===== src/flash_protect_pkg.sv =====
// Constants shared by the flash protection and sleep supply block.
// Assumes a 200 MHz core clock and byte-wide registers on a 16-bit address.
`default_nettype none

package flash_protect_pkg;

	// ****************************************
	// Register map
	// ****************************************
	localparam logic [15:0] ADDR_SUPPLY_SWITCH = 16'ha015;
	localparam logic [15:0] ADDR_CODE_PROTECT = 16'ha027;
	localparam logic [15:0] ADDR_ZONE_PROTECT7 = 16'ha0c7;
	localparam logic [15:0] ADDR_INFO_PROTECT = 16'ha0c8;

	// ****************************************
	// Fields and reset values
	// ****************************************
	localparam logic [7:0] UNLOCK_VALUE = 8'h55;
	localparam logic [7:0] SUPPLY_OFF_VALUE = 8'h55;
	localparam logic [7:0] ZONE_PROTECT7_RESET = 8'hff;
	localparam int INFO_BLK0_PROT_BIT = 0;
	localparam int INFO_BLK1_PROT_BIT = 1;
	localparam int INFO_BLK0_PERM_BIT = 4;
	localparam int INFO_BLK1_PERM_BIT = 5;
	localparam logic [7:0] INFO_PROTECT_MASK = 8'h33;
	localparam logic [7:0] INFO_PROTECT_RESET = 8'h30;
	localparam int STATUS_BIT = 0;
	localparam int SLEEP_FLAG_BIT = 0;

	// ****************************************
	// Timing
	// ****************************************
	localparam int CLK_FREQ_KHZ = 200000;
	localparam int UNLOCK_DELAY_MS = 300;
	localparam int UNLOCK_DELAY_CYCLES = UNLOCK_DELAY_MS * CLK_FREQ_KHZ;

endpackage

`default_nettype wire


===== src/flash_protect_ctrl.sv =====
// Code flash protection unlock, sleep supply switch and protection bytes.
// Assumes a plain register port with read data one cycle after the strobe.
`default_nettype none

// Behaviour
// [RL1] Writing 55 to the code protection register drops protection only after 300 ms.
// [RL2] Writing any other value to that register turns protection back on at once.
// [RL3] The status bit reads 1 while protection is off and 0 while it is on.
// [RL4] Writing 0x55 to the supply switch register sets the sleep supply-off flag.
// [RL5] With the flag set, flash supply removal is requested whenever in sleep.
// [RL6] The flag resets to 0, and with it clear the flash supply stays on always.
// [RL7] Reading the supply switch register gives the flag in bit 0, other bits zero.
module flash_protect_ctrl
	import flash_protect_pkg::*;
#(
	parameter int UNLOCK_CYCLES = UNLOCK_DELAY_CYCLES
)
(
	input wire logic core_clk,
	input wire logic reset_n,
	input wire logic [15:0] reg_addr,
	input wire logic [7:0] reg_wdata,
	input wire logic reg_wr,
	input wire logic reg_rd,
	output logic [7:0] reg_rdata_q,
	input wire logic sleep_mode,
	output logic protect_en_q,
	output logic flash_supply_off_q,
	output logic [7:0] zone_permanent_protect_bits_q,
	output logic info_block0_protect_q,
	output logic info_block1_protect_q,
	output logic info_block0_permanent_protect_q,
	output logic info_block1_permanent_protect_q
);

	// ****************************************
	// Decode
	// ****************************************
	logic wr_code;
	logic wr_supply;
	logic wr_zone;
	logic wr_info;
	logic unlock_start;
	logic relock;
	logic unlock_expired_q;
	logic sleep_supply_off_flag_q;
	logic [7:0] info_q;
	logic [7:0] rdata_d;

	assign wr_code = reg_wr && (reg_addr == ADDR_CODE_PROTECT);
	assign wr_supply = reg_wr && (reg_addr == ADDR_SUPPLY_SWITCH);
	assign wr_zone = reg_wr && (reg_addr == ADDR_ZONE_PROTECT7);
	assign wr_info = reg_wr && (reg_addr == ADDR_INFO_PROTECT);
	assign unlock_start = wr_code && (reg_wdata == UNLOCK_VALUE);
	assign relock = wr_code && (reg_wdata != UNLOCK_VALUE);

	// ****************************************
	// Code protection unlock
	// ****************************************
	// Long hold-off rejects unlocks caused by supply or bus glitches
	unlock_delay_timer #(
		.DELAY_CYCLES(UNLOCK_CYCLES)
	) u_unlock_timer (
		.core_clk(core_clk),
		.reset_n(reset_n),
		.start(unlock_start),
		.cancel(relock),
		.expired_q(unlock_expired_q)
	);

	always_ff @(posedge core_clk or negedge reset_n)
	begin
		if (!reset_n)
			protect_en_q <= 1'b1;
		else if (wr_code)
			protect_en_q <= 1'b1; // RL1 RL2
		else if (unlock_expired_q)
			protect_en_q <= 1'b0; // RL1
	end

	// ****************************************
	// Sleep supply switch
	// ****************************************
	always_ff @(posedge core_clk or negedge reset_n)
	begin
		if (!reset_n)
			sleep_supply_off_flag_q <= 1'b0; // RL6
		else if (wr_supply)
			sleep_supply_off_flag_q <= (reg_wdata == SUPPLY_OFF_VALUE); // RL4
	end

	always_ff @(posedge core_clk or negedge reset_n)
	begin
		if (!reset_n)
			flash_supply_off_q <= 1'b0;
		else
			flash_supply_off_q <= sleep_supply_off_flag_q && sleep_mode; // RL5 RL6
	end

	// ****************************************
	// Protection bytes
	// ****************************************
	always_ff @(posedge core_clk or negedge reset_n)
	begin
		if (!reset_n)
			zone_permanent_protect_bits_q <= ZONE_PROTECT7_RESET;
		else if (wr_zone)
			zone_permanent_protect_bits_q <= reg_wdata;
	end

	always_ff @(posedge core_clk or negedge reset_n)
	begin
		if (!reset_n)
			info_q <= INFO_PROTECT_RESET;
		else if (wr_info)
			info_q <= reg_wdata & INFO_PROTECT_MASK;
	end

	always_ff @(posedge core_clk or negedge reset_n)
	begin
		if (!reset_n)
		begin
			info_block0_protect_q <= INFO_PROTECT_RESET[INFO_BLK0_PROT_BIT];
			info_block1_protect_q <= INFO_PROTECT_RESET[INFO_BLK1_PROT_BIT];
			info_block0_permanent_protect_q <= INFO_PROTECT_RESET[INFO_BLK0_PERM_BIT];
			info_block1_permanent_protect_q <= INFO_PROTECT_RESET[INFO_BLK1_PERM_BIT];
		end
		else if (wr_info)
		begin
			info_block0_protect_q <= reg_wdata[INFO_BLK0_PROT_BIT];
			info_block1_protect_q <= reg_wdata[INFO_BLK1_PROT_BIT];
			info_block0_permanent_protect_q <= reg_wdata[INFO_BLK0_PERM_BIT];
			info_block1_permanent_protect_q <= reg_wdata[INFO_BLK1_PERM_BIT];
		end
	end

	// ****************************************
	// Read path
	// ****************************************
	always_comb
	begin
		rdata_d = 8'h00;
		if (reg_addr == ADDR_CODE_PROTECT)
			rdata_d[STATUS_BIT] = !protect_en_q; // RL3
		else if (reg_addr == ADDR_SUPPLY_SWITCH)
			rdata_d[SLEEP_FLAG_BIT] = sleep_supply_off_flag_q; // RL7
		else if (reg_addr == ADDR_ZONE_PROTECT7)
			rdata_d = zone_permanent_protect_bits_q;
		else if (reg_addr == ADDR_INFO_PROTECT)
			rdata_d = info_q;
	end

	// Data valid only in the cycle after the strobe, zero otherwise
	always_ff @(posedge core_clk or negedge reset_n)
	begin
		if (!reset_n)
			reg_rdata_q <= 8'h00;
		else if (reg_rd)
			reg_rdata_q <= rdata_d;
		else
			reg_rdata_q <= 8'h00;
	end

	// ****************************************
	// Checker helpers
	// ****************************************
	// Independent count of cycles since the unlock write, so the
	// timer length is judged against the parameter, not against itself
	logic unlock_pending_q;
	logic [31:0] since_unlock_q;

	always_ff @(posedge core_clk or negedge reset_n)
	begin
		if (!reset_n)
		begin
			unlock_pending_q <= 1'b0;
			since_unlock_q <= 32'h0;
		end
		else if (unlock_start)
		begin
			unlock_pending_q <= 1'b1;
			since_unlock_q <= 32'h0;
		end
		else if (relock || unlock_expired_q)
		begin
			unlock_pending_q <= 1'b0;
		end
		else if (unlock_pending_q)
		begin
			since_unlock_q <= since_unlock_q + 32'h1;
		end
	end
endmodule

`default_nettype wire


===== src/unlock_delay_timer.sv =====
// Down counter that signals when the unlock delay has run out.
// Assumes start and cancel are one-cycle pulses, never both at once.
`default_nettype none

module unlock_delay_timer
	import flash_protect_pkg::*;
#(
	parameter int DELAY_CYCLES = UNLOCK_DELAY_CYCLES
)
(
	input wire logic core_clk,
	input wire logic reset_n,
	input wire logic start,
	input wire logic cancel,
	output logic expired_q
);

	logic [31:0] count_q;
	logic running_q;

	always_ff @(posedge core_clk or negedge reset_n)
	begin
		if (!reset_n)
		begin
			count_q <= 32'h0;
			running_q <= 1'b0;
			expired_q <= 1'b0;
		end
		else
		begin
			expired_q <= 1'b0;
			if (start)
			begin
				count_q <= 32'(DELAY_CYCLES - 1);
				running_q <= 1'b1;
			end
			else if (cancel)
			begin
				running_q <= 1'b0;
			end
			else if (running_q)
			begin
				if (count_q == 32'h0)
				begin
					running_q <= 1'b0;
					expired_q <= 1'b1;
				end
				else
				begin
					count_q <= count_q - 32'h1;
				end
			end
		end
	end

endmodule

`default_nettype wire

===== config.mk =====
export PLATFORM = sky130hd
export DESIGN_NAME = flash_protect_ctrl
export DESIGN_NICKNAME = d
export VERILOG_FILES = /design/src/flash_protect_pkg.sv /design/src/flash_protect_ctrl.sv /design/src/unlock_delay_timer.sv
export SDC_FILE = /design/constraint.sdc
export NUM_CORES = 1
export LEC_CHECK = 0
export ABC_AREA = 1
export BUFFER_PORTS_ARGS = -buffer_cell sky130_fd_sc_hd__buf_2
export CAP_MARGIN = 40
export CORE_ASPECT_RATIO = 0.9
export CORE_UTILIZATION = 25
export DETAILED_ROUTE_END_ITERATION = 16
export PLACE_DENSITY_LB_ADDON = 0.25
export SYNTH_ARGS = -nofsm -noshare
export SYNTH_HDL_FRONTEND = slang
export SYNTH_HIERARCHICAL = 1
export SYNTH_SLANG_ARGS = --single-unit

===== constraint.sdc =====
create_clock -name core_clk -period 1.8 [get_ports core_clk]
set_input_delay 0.27 -clock core_clk [delete_from_list [all_inputs] [get_ports core_clk]]
set_output_delay 0.27 -clock core_clk [all_outputs]
set_load 0.02 [all_outputs]

==> results.sh, run 1 <==
export IMPL_area_delta_synth_final_pct=30.5
export IMPL_drc=0
export IMPL_status="complete, no violations"
export IMPL_internal_power_w=0.00247
export IMPL_design_area_um2=4620
export IMPL_place_area_um2=4270
export IMPL_synth_top_area_cell="dfrtp_1"
export IMPL_reg2reg_slack_ns=0.09
export IMPL_synth_distinct_cells=34
export IMPL_drive_gt1_share_pct=29.6
export IMPL_finalMaxSlewViolations=0
export IMPL_rows=40
export IMPL_crit_start="u_unlock_timer/count_q[6]"
export IMPL_syn_nets=516
export IMPL_cts_buffers=9
export IMPL_syn_area_um2=3540
export IMPL_drv_cap=0
export IMPL_tightest_slew_ns=0.325
export IMPL_antenna_cells=0
export IMPL_avgSynthCellArea_um2=7.28
export IMPL_core_region_area_um2=13600
export IMPL_viasPerCell=4.34
export IMPL_synth_edf_count=0
export IMPL_fp_dieH_um=115
export IMPL_pin_count=51
export IMPL_clk_path_buf_depth=2
export IMPL_fin_crit_ns=1.71
export IMPL_wl_um=9490
export IMPL_r2r_start="u_unlock_timer/count_q[6]"
export IMPL_critPathCaptureType="flip-flop"
export IMPL_critPathSlowestCell="dfrtp_2"
export IMPL_r2r_cells=9
export IMPL_antenna_found_initial=0
export IMPL_whs_ns=0.128
export IMPL_combPwrFrac_pct=3.9
export IMPL_cts_tree="yes"
export IMPL_cp_required_ns=2.01
export IMPL_path_cells="nor2_2 -> nand2_1 -> nor2_4 -> nand2_1 -> nor2_4 -> nor2_4 -> buf_4 -> a21oi_1 -> nand2_1"
export IMPL_track_usage_pct=14.3
export IMPL_wl_per_cell_um=12.3
export IMPL_grt_pass1_wl_um=16100
export IMPL_cts_setup_buffers=0
export IMPL_yosysSeqAreaShare_pct=40.7
export IMPL_synth_area_leaders="dfrtp_1 33%, nand2_1 18%, nor2_1 8.6%"
export IMPL_maxSlewHeadroom_pct=78.4
export IMPL_gr_total_overflow=0
export IMPL_clock_fmax_ghz=0.585
export IMPL_async_flop_share_pct=100
export IMPL_p_per_area_nw_per_um2=677
export IMPL_finalHoldViolations=0
export IMPL_io_buffer_count=50
export IMPL_clock_tree_root_cell="clkbuf_16"
export IMPL_dr_first_iter_drc_count=146
export IMPL_die_w_um=127
export IMPL_hold_path_class="in -> reg"
export IMPL_p_sw_share_pct=20.8
export IMPL_clock_sinks=57
export IMPL_place_hpwl_um=7260
export IMPL_drt_pass1_iter_count=4
export IMPL_h_tree_depth=3
export IMPL_p_sw_w=0.000651
export IMPL_start_util_pct=26.1
export IMPL_final_setup_viol_count=0
export IMPL_fin_crit_sh_pct=95.0
export IMPL_ir_worst_vdd_mv=0.326
export IMPL_slowest_delay_ns=0.43
export IMPL_gp_congestion=0.839
export IMPL_worst_setup_path_start_kind="flip-flop"
export IMPL_vias=3343
export IMPL_worst_path_max_fanout=7
export IMPL_antenna_left=0
export IMPL_clk_pin_slew_ns=0.06
export IMPL_synth_ff_type="dfrtp_1"
export IMPL_ys_ff_latch=57
export IMPL_clock_skew_ns=0.00698
export IMPL_worst_skew_pair_late_latency_ns=0.33
export IMPL_netlist_instances=486
export IMPL_synth_top_cell_area_share_pct=32.6
export IMPL_critical_path_class="reg -> reg"
export IMPL_power_leakage_nw=2.62
export IMPL_clkPwrFrac_pct=55.0
export IMPL_die_area_um2=14600
export IMPL_final_core_util_pct=34.0
export IMPL_grt_max_degree=58
export IMPL_yosysWarnings=6
export IMPL_pwr_share_seq_pct=41.1
export IMPL_grt_pass1_vias=3353
export IMPL_final_nets=607
export IMPL_r2r_end="u_unlock_timer/count_q[16]"
export IMPL_crit_end="u_unlock_timer/count_q[16]"
export IMPL_arrival_ns=1.92
==> power groups by stage <==
stage | registers (W) | logic [W] | clock network (W)
5_1_grt | 0.00128 | 0.000139 | 0.00181
2_1_floorplan | 0.00131 | 0.0000331 | 0
3_3_place_gp | 0.00131 | 0.000121 | 0
6_report | 0.00129 | 0.000121 | 0.00172
4_1_cts | 0.00128 | 0.000126 | 0.00176
3_5_place_dp | 0.00131 | 0.000124 | 0
==> cell type report <==
cell class              count  area, µm²
clock buffers              13        260
clock inverters             3       40.0
fillers                  1449       8950
inverters                  47        176
multi-input cells         372       1870
flip-flops and latches     57       1440
well taps                 189        236
repair buffers             90        591
==> placed cells by master, fill, tap and decap left out, types with 5 or more instances in the layout <==
master / n
clkbuf_16: 9
nor2_2: 9
dfstp_2: 11
inv_1: 39
nand4_1: 19
o21ai_0: 7
buf_2: 50
o21ai_1: 10
nand3_1: 24
o21ai_2: 9
nor2_1: 78
buf_4: 36
xor2_1: 7
inv_2: 8
or2_2: 5
dfrtp_1: 45
nor2_4: 5
nand2_1: 164
==> worst min-delay path by stage <==
stage	depth (start not counted)	start	slack [ns]	to
detailed placement	2	reset_n	0.31	u_unlock_timer/count_q[7]
CTS	3	sleep_mode	0.12	flash_supply_off_q
finish	3	sleep_mode	0.13	flash_supply_off_q
global route	3	sleep_mode	0.15	flash_supply_off_q
floorplan	0	reset_n	-0.03	flash_supply_off_q
global placement	2	reset_n	0.30	reg_rdata_q[6]
==> cells by family after synthesis <==
kind of cell | share of synthesized area, %
buffers and inverters | 7.36
xor gates and xnor gates | 2.23
adders and majority gates | 0.354
DFF | 40.7
and+or+nand+nor | 43.1
AOI/OAI and AO/OA | 6.26
==> synthesized netlist by cell type (4+ instances only) <==
cell type,count
nor2_1,81
nor2_4,5
inv_1,40
dfrtp_1,46
nand3_1,24
o21ai_2,9
o21ai_1,10
nor2_2,6
or2_2,5
nand2_2,5
a21oi_1,4
buf_6,6
xor2_1,7
nand2_1,165
inv_2,7
o21ai_0,7
nor3b_2,4
nand4_1,19
dfstp_2,11
==> worst max-delay path, delay by kind of cell, from the launching register on <==
kind	cells	cell delay, ns
buffers and inverters	1	0.17
AND/OR/NAND/NOR	7	0.81
AO/OA/AOI/OAI	1	0.15
flip-flops	1	0.43
==> flip-flops by register name, indices dropped and copies added, names as in the netlist <==
name,count
zone_permanent_protect_bits_q,8
protect_en_q,1
info_block1_permanent_protect_q,1
sleep_supply_off_flag_q,1
reg_rdata_q,8
flash_supply_off_q,1
u_unlock_timer/expired_q,1
info_q,3
u_unlock_timer/running_q,1
u_unlock_timer/count_q,32
==> routing by layer <==
layer	up-vias	share of wire [%]	GRT usage, %
met5	-	0	0
met4	0	2.1	7.14
met3	15	4.8	3.30
met2	50	47	23.6
met1	1563	46	17.7
li1	1715	-	-
==> metrics by stage <==
step	TNS (ns)	instances	power, W	setup WS [ns]
after CTS	0	771	0.00317	0.0459
after global placement	0	754	0.00143	0.00496
final	0	771	0.00312	0.0893
after global routing	-0.00790	771	0.00324	-0.00703
after floorplan	0	486	0.00134	0.0743
after detailed placement	-0.597	754	0.00143	-0.0338
==> repair_timing <==
action                                  in CTS  in global routing
endpoints found under the setup margin       0                 27
hold endpoints to repair                    46                  0
hold buffers                                 1                  0
gates resized for setup                      0                 11
(Power assumes the default switching activity.)
==> run 2: changes to the inputs <==
- CORE_UTILIZATION: 25 -> 36
- SKIP_CTS_REPAIR_TIMING: default -> 1
- SLEW_MARGIN: default -> 0
==> results.sh, run 2 (synthesized netlist as in run 1, its figures left out) <==
export IMPL_status="complete, no violations"
export IMPL_place_hpwl_um=6900
export IMPL_h_tree_depth=3
export IMPL_gr_total_overflow=0
export IMPL_critical_path_class="reg -> reg"
export IMPL_grt_pass1_vias=3263
export IMPL_maxUsedRoutingLayer="met4"
export IMPL_p_per_area_nw_per_um2=583
export IMPL_finalMaxSlewViolations=0
export IMPL_grt_max_degree=58
export IMPL_p_sw_share_pct=22.8
export IMPL_finalHoldViolations=0
export IMPL_tightest_slew_ns=0.319
export IMPL_clock_fmax_ghz=0.579
export IMPL_drt_pass1_iter_count=5
export IMPL_viasPerCell=4.86
export IMPL_grt_pass1_wl_um=15400
export IMPL_wl_met1_um=4660
export IMPL_min_from="sleep_mode"
export IMPL_clock_tree_root_cell="clkbuf_8"
export IMPL_whs_path_depth=3
export IMPL_antenna_cells=0
export IMPL_pwr_share_seq_pct=48.4
export IMPL_internal_power_w=0.00204
export IMPL_path_delay_family="simple AND/OR/NAND/NOR gates"
export IMPL_hold_path_class="in -> reg"
export IMPL_rows=33
export IMPL_worst_setup_path_start_kind="flip-flop"
export IMPL_slowest_delay_ns=0.43
export IMPL_final_setup_viol_count=0
export IMPL_fp_dieH_um=96.0
export IMPL_final_setup_tns_ns=0
export IMPL_cp_required_ns=2.08
export IMPL_ir_worst_vdd_mv=0.362
export IMPL_layout_common_cells="163 x nand2_1, 71 x nor2_1, 50 x buf_2"
export IMPL_critPathSlowestCell="dfrtp_1"
export IMPL_track_usage_pct=19.6
export IMPL_io_buffer_count=50
export IMPL_area_delta_synth_final_pct=28.4
export IMPL_worst_path_max_fanout=7
export IMPL_cts_tree="yes"
export IMPL_core_region_area_um2=9330
export IMPL_num_fill_cells=960
export IMPL_vias=3439
export IMPL_wl_per_cell_um=13.3
export IMPL_crit_start="u_unlock_timer/count_q[6]"
export IMPL_dr_first_iter_drc_count=190
export IMPL_maxSlewHeadroom_pct=78.7
export IMPL_gp_congestion=0.916
export IMPL_largest_reg_flops=32
export IMPL_cp_num_cells=10
export IMPL_place_ws_ns=-0.0203
export IMPL_die_area_um2=10200
export IMPL_layout_setup_ws_ns=0.0739
export IMPL_clock_skew_ns=0.00449
export IMPL_clk_path_buf_depth=2
export IMPL_antenna_left=0
export IMPL_reg2reg_slack_ns=0.07
export IMPL_r2r_cells=10
export IMPL_mostFrequentLayoutCell="nand2_1"
export IMPL_final_nets=611
export IMPL_critPathCaptureType="flip-flop"
export IMPL_dr_wl_met2_um=4180
export IMPL_fin_crit_sh_pct=95.9
export IMPL_wl_um=9420
export IMPL_met3_length_um=492
export IMPL_reg_largest_list="u_unlock_timer/count_q x32, reg_rdata_q x8, zone_permanent_protect_bits_q x8"
export IMPL_regMostFlops="u_unlock_timer/count_q"
export IMPL_antenna_found_initial=0
export IMPL_cp_num_buf_inv=1
export IMPL_fin_crit_ns=1.73
export IMPL_worst_skew_pair_late_latency_ns=0.34
export IMPL_clk_pin_slew_ns=0.07
export IMPL_combPwrFrac_pct=4.5
export IMPL_drc=0
export IMPL_cts_buffers=9
export IMPL_pin_count=51
export IMPL_arrival_ns=2.01
export IMPL_drive_gt1_share_pct=31.9
export IMPL_r2r_start="u_unlock_timer/count_q[6]"
export IMPL_clock_sinks=57
export IMPL_start_util_pct=37.9
export IMPL_power_leakage_nw=2.62
export IMPL_path_cells="nor2_1 -> nand2_1 -> nor2_4 -> nand2_2 -> nor2_4 -> nor2_4 -> nor2_8 -> clkbuf_16 -> nand2_1 -> nand2_1"
export IMPL_die_w_um=106
export IMPL_p_sw_w=0.000603
export IMPL_drv_cap=0
export IMPL_clkPwrFrac_pct=47.0
## run 2: cell types whose count changed in the layout (fill, tap and decap cells not counted), sizes merged
cell and delta:
buf +2, clkbuf +1, clkinvlp +1
## run 2: routing by layer
metal  track usage (%)  vias up
met4              6.51        0
met1              27.1     1608
met3              4.27        7
met2              30.6       93
li1                  -     1731
met5                 0        -
## run 2: path summary, 6_finish.rpt
kind | end
worst max register to register | u_unlock_timer/count_q[4]
min in group asynchronous | reg_rdata_q[7]
worst max-delay path | u_unlock_timer/count_q[4]
max in group asynchronous | protect_en_q
worst min register to register | protect_en_q
worst min-delay path | flash_supply_off_q
## run 2: power groups by stage
stage / clock, W / sequential (W) / combinational (W)
3_3_place_gp: 0 / 0.00131 / 0.000120
3_5_place_dp: 0 / 0.00131 / 0.000121
4_1_cts: 0.00128 / 0.00128 / 0.000122
5_1_grt: 0.00135 / 0.00128 / 0.000137
2_1_floorplan: 0 / 0.00131 / 0.0000331
6_report: 0.00124 / 0.00128 / 0.000120
## run 2: final cells by class
cell class,count,area (µm²),share of cell area (%)
well taps,122,153,3.36
flip-flops and latches,57,1440,31.7
clock inverters,4,51.3,1.13
repair buffers,94,656,14.4
inverters,47,176,3.89
clock buffers,12,155,3.42
multi-input cells,372,1910,42.0
## run 2: per-stage QoR
step | utilization, % | std cells | total power, W | cell area [µm²] | hold WS [ns]
after floorplan | - | 486 | 0.00134 | 3540 | -0.0256
after detailed placement | 45.0 | 689 | 0.00143 | 4200 | 0.299
after global routing | 48.7 | 708 | 0.00277 | 4540 | 0.113
after global placement | 45.0 | 689 | 0.00143 | 4200 | 0.300
final | 48.7 | 708 | 0.00265 | 4540 | 0.117
after CTS | 47.2 | 705 | 0.00269 | 4410 | -0.0723
## run 2: tightest hold or removal path: stages
cell     delay, ns
buf_2         0.07
nand2_1       0.04
inv_1         0.04
==> run 3: changes to the inputs <==
- CAP_MARGIN: 40 -> 5
- REMOVE_ABC_BUFFERS: default -> 1
==> results.sh, run 3 (synthesized netlist as in run 1, its figures left out) <==
export IMPL_finalMaxSlewViolations=0
export IMPL_pin_count=51
export IMPL_finalHoldViolations=0
export IMPL_dp_cells=686
export IMPL_h_tree_depth=3
export IMPL_min_from="sleep_mode"
export IMPL_cts_tree="yes"
export IMPL_slowest_delay_ns=0.39
export IMPL_tightest_slew_ns=0.459
export IMPL_final_setup_viol_count=0
export IMPL_clock_tree_root_cell="clkbuf_8"
export IMPL_arrival_ns=1.90
export IMPL_p_per_area_nw_per_um2=582
export IMPL_hold_path_class="in -> reg"
export IMPL_die_w_um=106
export IMPL_critical_path_class="reg -> reg"
export IMPL_wl_um=9090
export IMPL_ir_worst_vdd_mv=0.330
export IMPL_antenna_found_initial=0
export IMPL_r2r_end="u_unlock_timer/count_q[0]"
export IMPL_drv_cap=0
export IMPL_vias=3357
export IMPL_regMostFlops="u_unlock_timer/count_q"
export IMPL_start_util_pct=37.9
export IMPL_drt_pass1_iter_count=5
export IMPL_clk_pin_slew_ns=0.06
export IMPL_drc=0
export IMPL_status="complete, no violations"
export IMPL_final_nets=606
export IMPL_final_core_util_pct=47.5
export IMPL_dr_first_iter_drc_count=235
export IMPL_r2r_cells=11
export IMPL_layout_cells_non_filler=703
export IMPL_path_cells="inv_2 -> ha_2 -> nand2_2 -> nor2_4 -> nand2_1 -> nor2_4 -> nor2_4 -> buf_4 -> buf_4 -> nand2_1 -> nand3_1"
export IMPL_fp_dieH_um=96.0
export IMPL_power_leakage_nw=2.58
export IMPL_wl_per_cell_um=12.9
export IMPL_mostFrequentLayoutCell="nand2_1"
export IMPL_antenna_cells=0
export IMPL_gp_congestion=0.939
export IMPL_grt_pass1_vias=3278
export IMPL_place_hpwl_um=7090
export IMPL_largest_reg_flops=32
export IMPL_fin_crit_ns=1.69
export IMPL_layout_common_cells="165 x nand2_1, 77 x nor2_1, 50 x buf_2"
export IMPL_clock_sinks=57
export IMPL_clock_fmax_ghz=0.592
export IMPL_critPathSlowestCell="dfrtp_1"
export IMPL_clk_path_buf_depth=2
export IMPL_r2r_start="u_unlock_timer/count_q[0]"
export IMPL_grt_pass1_wl_um=15700
export IMPL_worst_setup_path_start_kind="flip-flop"
export IMPL_worstHoldEndpoint="flash_supply_off_q"
export IMPL_rows=33
export IMPL_cp_required_ns=2.01
export IMPL_core_region_area_um2=9330
export IMPL_die_area_um2=10200
export IMPL_clock_skew_ns=0.00535
export IMPL_maxSlewHeadroom_pct=69.4
export IMPL_track_usage_pct=19.9
export IMPL_reg2reg_slack_ns=0.11
export IMPL_drive_gt1_share_pct=29.8
export IMPL_reg_largest_list="u_unlock_timer/count_q x32, reg_rdata_q x8, zone_permanent_protect_bits_q x8"
export IMPL_grt_max_degree=33
export IMPL_gr_total_overflow=0
export IMPL_whs_path_depth=3
export IMPL_io_buffer_count=50
export IMPL_antenna_left=0
export IMPL_area_delta_synth_final_pct=25.4
export IMPL_viasPerCell=4.78
export IMPL_num_fill_cells=975
export IMPL_worst_skew_pair_late_latency_ns=0.33
export IMPL_critPathCaptureType="flip-flop"
export IMPL_rsz0062_at_grt="true"
export IMPL_cts_buffers=9
export IMPL_fin_crit_sh_pct=93.9
export IMPL_crit_top_cell="nor2_4"
export IMPL_worst_path_max_fanout=4
[run 3: cell count changes in the layout (fill, tap and decap cells not counted), sizes merged]
cell,before,now
buf,91,88
clkbuf,14,10
clkinv,2,4
[run 3: cell type report]
| type | instances | area (µm²) | area share, % |
|---|---|---|---|
| multi-input combinational | 372 | 1870 | 42.2 |
| tap | 122 | 153 | 3.44 |
| clock inverter | 6 | 57.6 | 1.30 |
| timing repair buffer | 89 | 599 | 13.5 |
| clock buffer | 10 | 138 | 3.10 |
| sequential | 57 | 1440 | 32.5 |
| inverter | 47 | 176 | 3.98 |
[run 3: worst max path at each step]
stage,startpoint,end,slack [ns],depth (start not counted)
6_report,u_unlock_timer/count_q[0],u_unlock_timer/count_q[0],0.11,11
5_1_grt,u_unlock_timer/count_q[6],u_unlock_timer/count_q[23],-0.01,10
3_3_place_gp,reg_addr[4],u_unlock_timer/count_q[20],-0.02,12
2_1_floorplan,reg_addr[11],u_unlock_timer/count_q[11],-0.61,9
3_5_place_dp,reg_addr[4],u_unlock_timer/count_q[22],-0.04,11
4_1_cts,u_unlock_timer/count_q[0],u_unlock_timer/count_q[16],0.07,10
[run 3: report_power, final]
group	internal, W	total [W]	leakage (nW)	switching (W)
logic	0.0000456	0.000119	1.73	0.0000735
registers	0.00128	0.00128	0.752	0.0000000839
clock network	0.000666	0.00118	0.102	0.000512
total	0.00199	0.00258	2.58	0.000586
[run 3: layer usage]
layer,global-route usage [%],wire length [µm],vias to the layer above
li1,-,-,1716
met1,27.8,4550,1565
met2,31.0,4070,68
met3,3.45,382,8
met4,7.65,91,0
met5,0,0,-
[run 3: through the flow]
stage / worst slack [ns] / total power (W) / hold WS (ns) / instance area, µm² / setup TNS [ns]
floorplan: -0.612 / 0.00134 / -0.0256 / 3450 / -17.94
global placement: -0.0207 / 0.00142 / 0.238 / 4190 / -0.0909
detailed placement: -0.0356 / 0.00143 / 0.244 / 4190 / -0.534
CTS: 0.0719 / 0.00262 / -0.128 / 4390 / 0
global route: -0.0138 / 0.00269 / 0.134 / 4430 / -0.0161
finish: 0.110 / 0.00258 / 0.129 / 4430 / 0
[run 3: worst max-delay path: cells and delay by family, from the launching register on]
kind,cells,cell delay [ns]
adder cells (fa/ha/maj),1,0.19
buffers and inverters,3,0.34
AND/OR/NAND/NOR,7,0.65
flip-flops,1,0.39
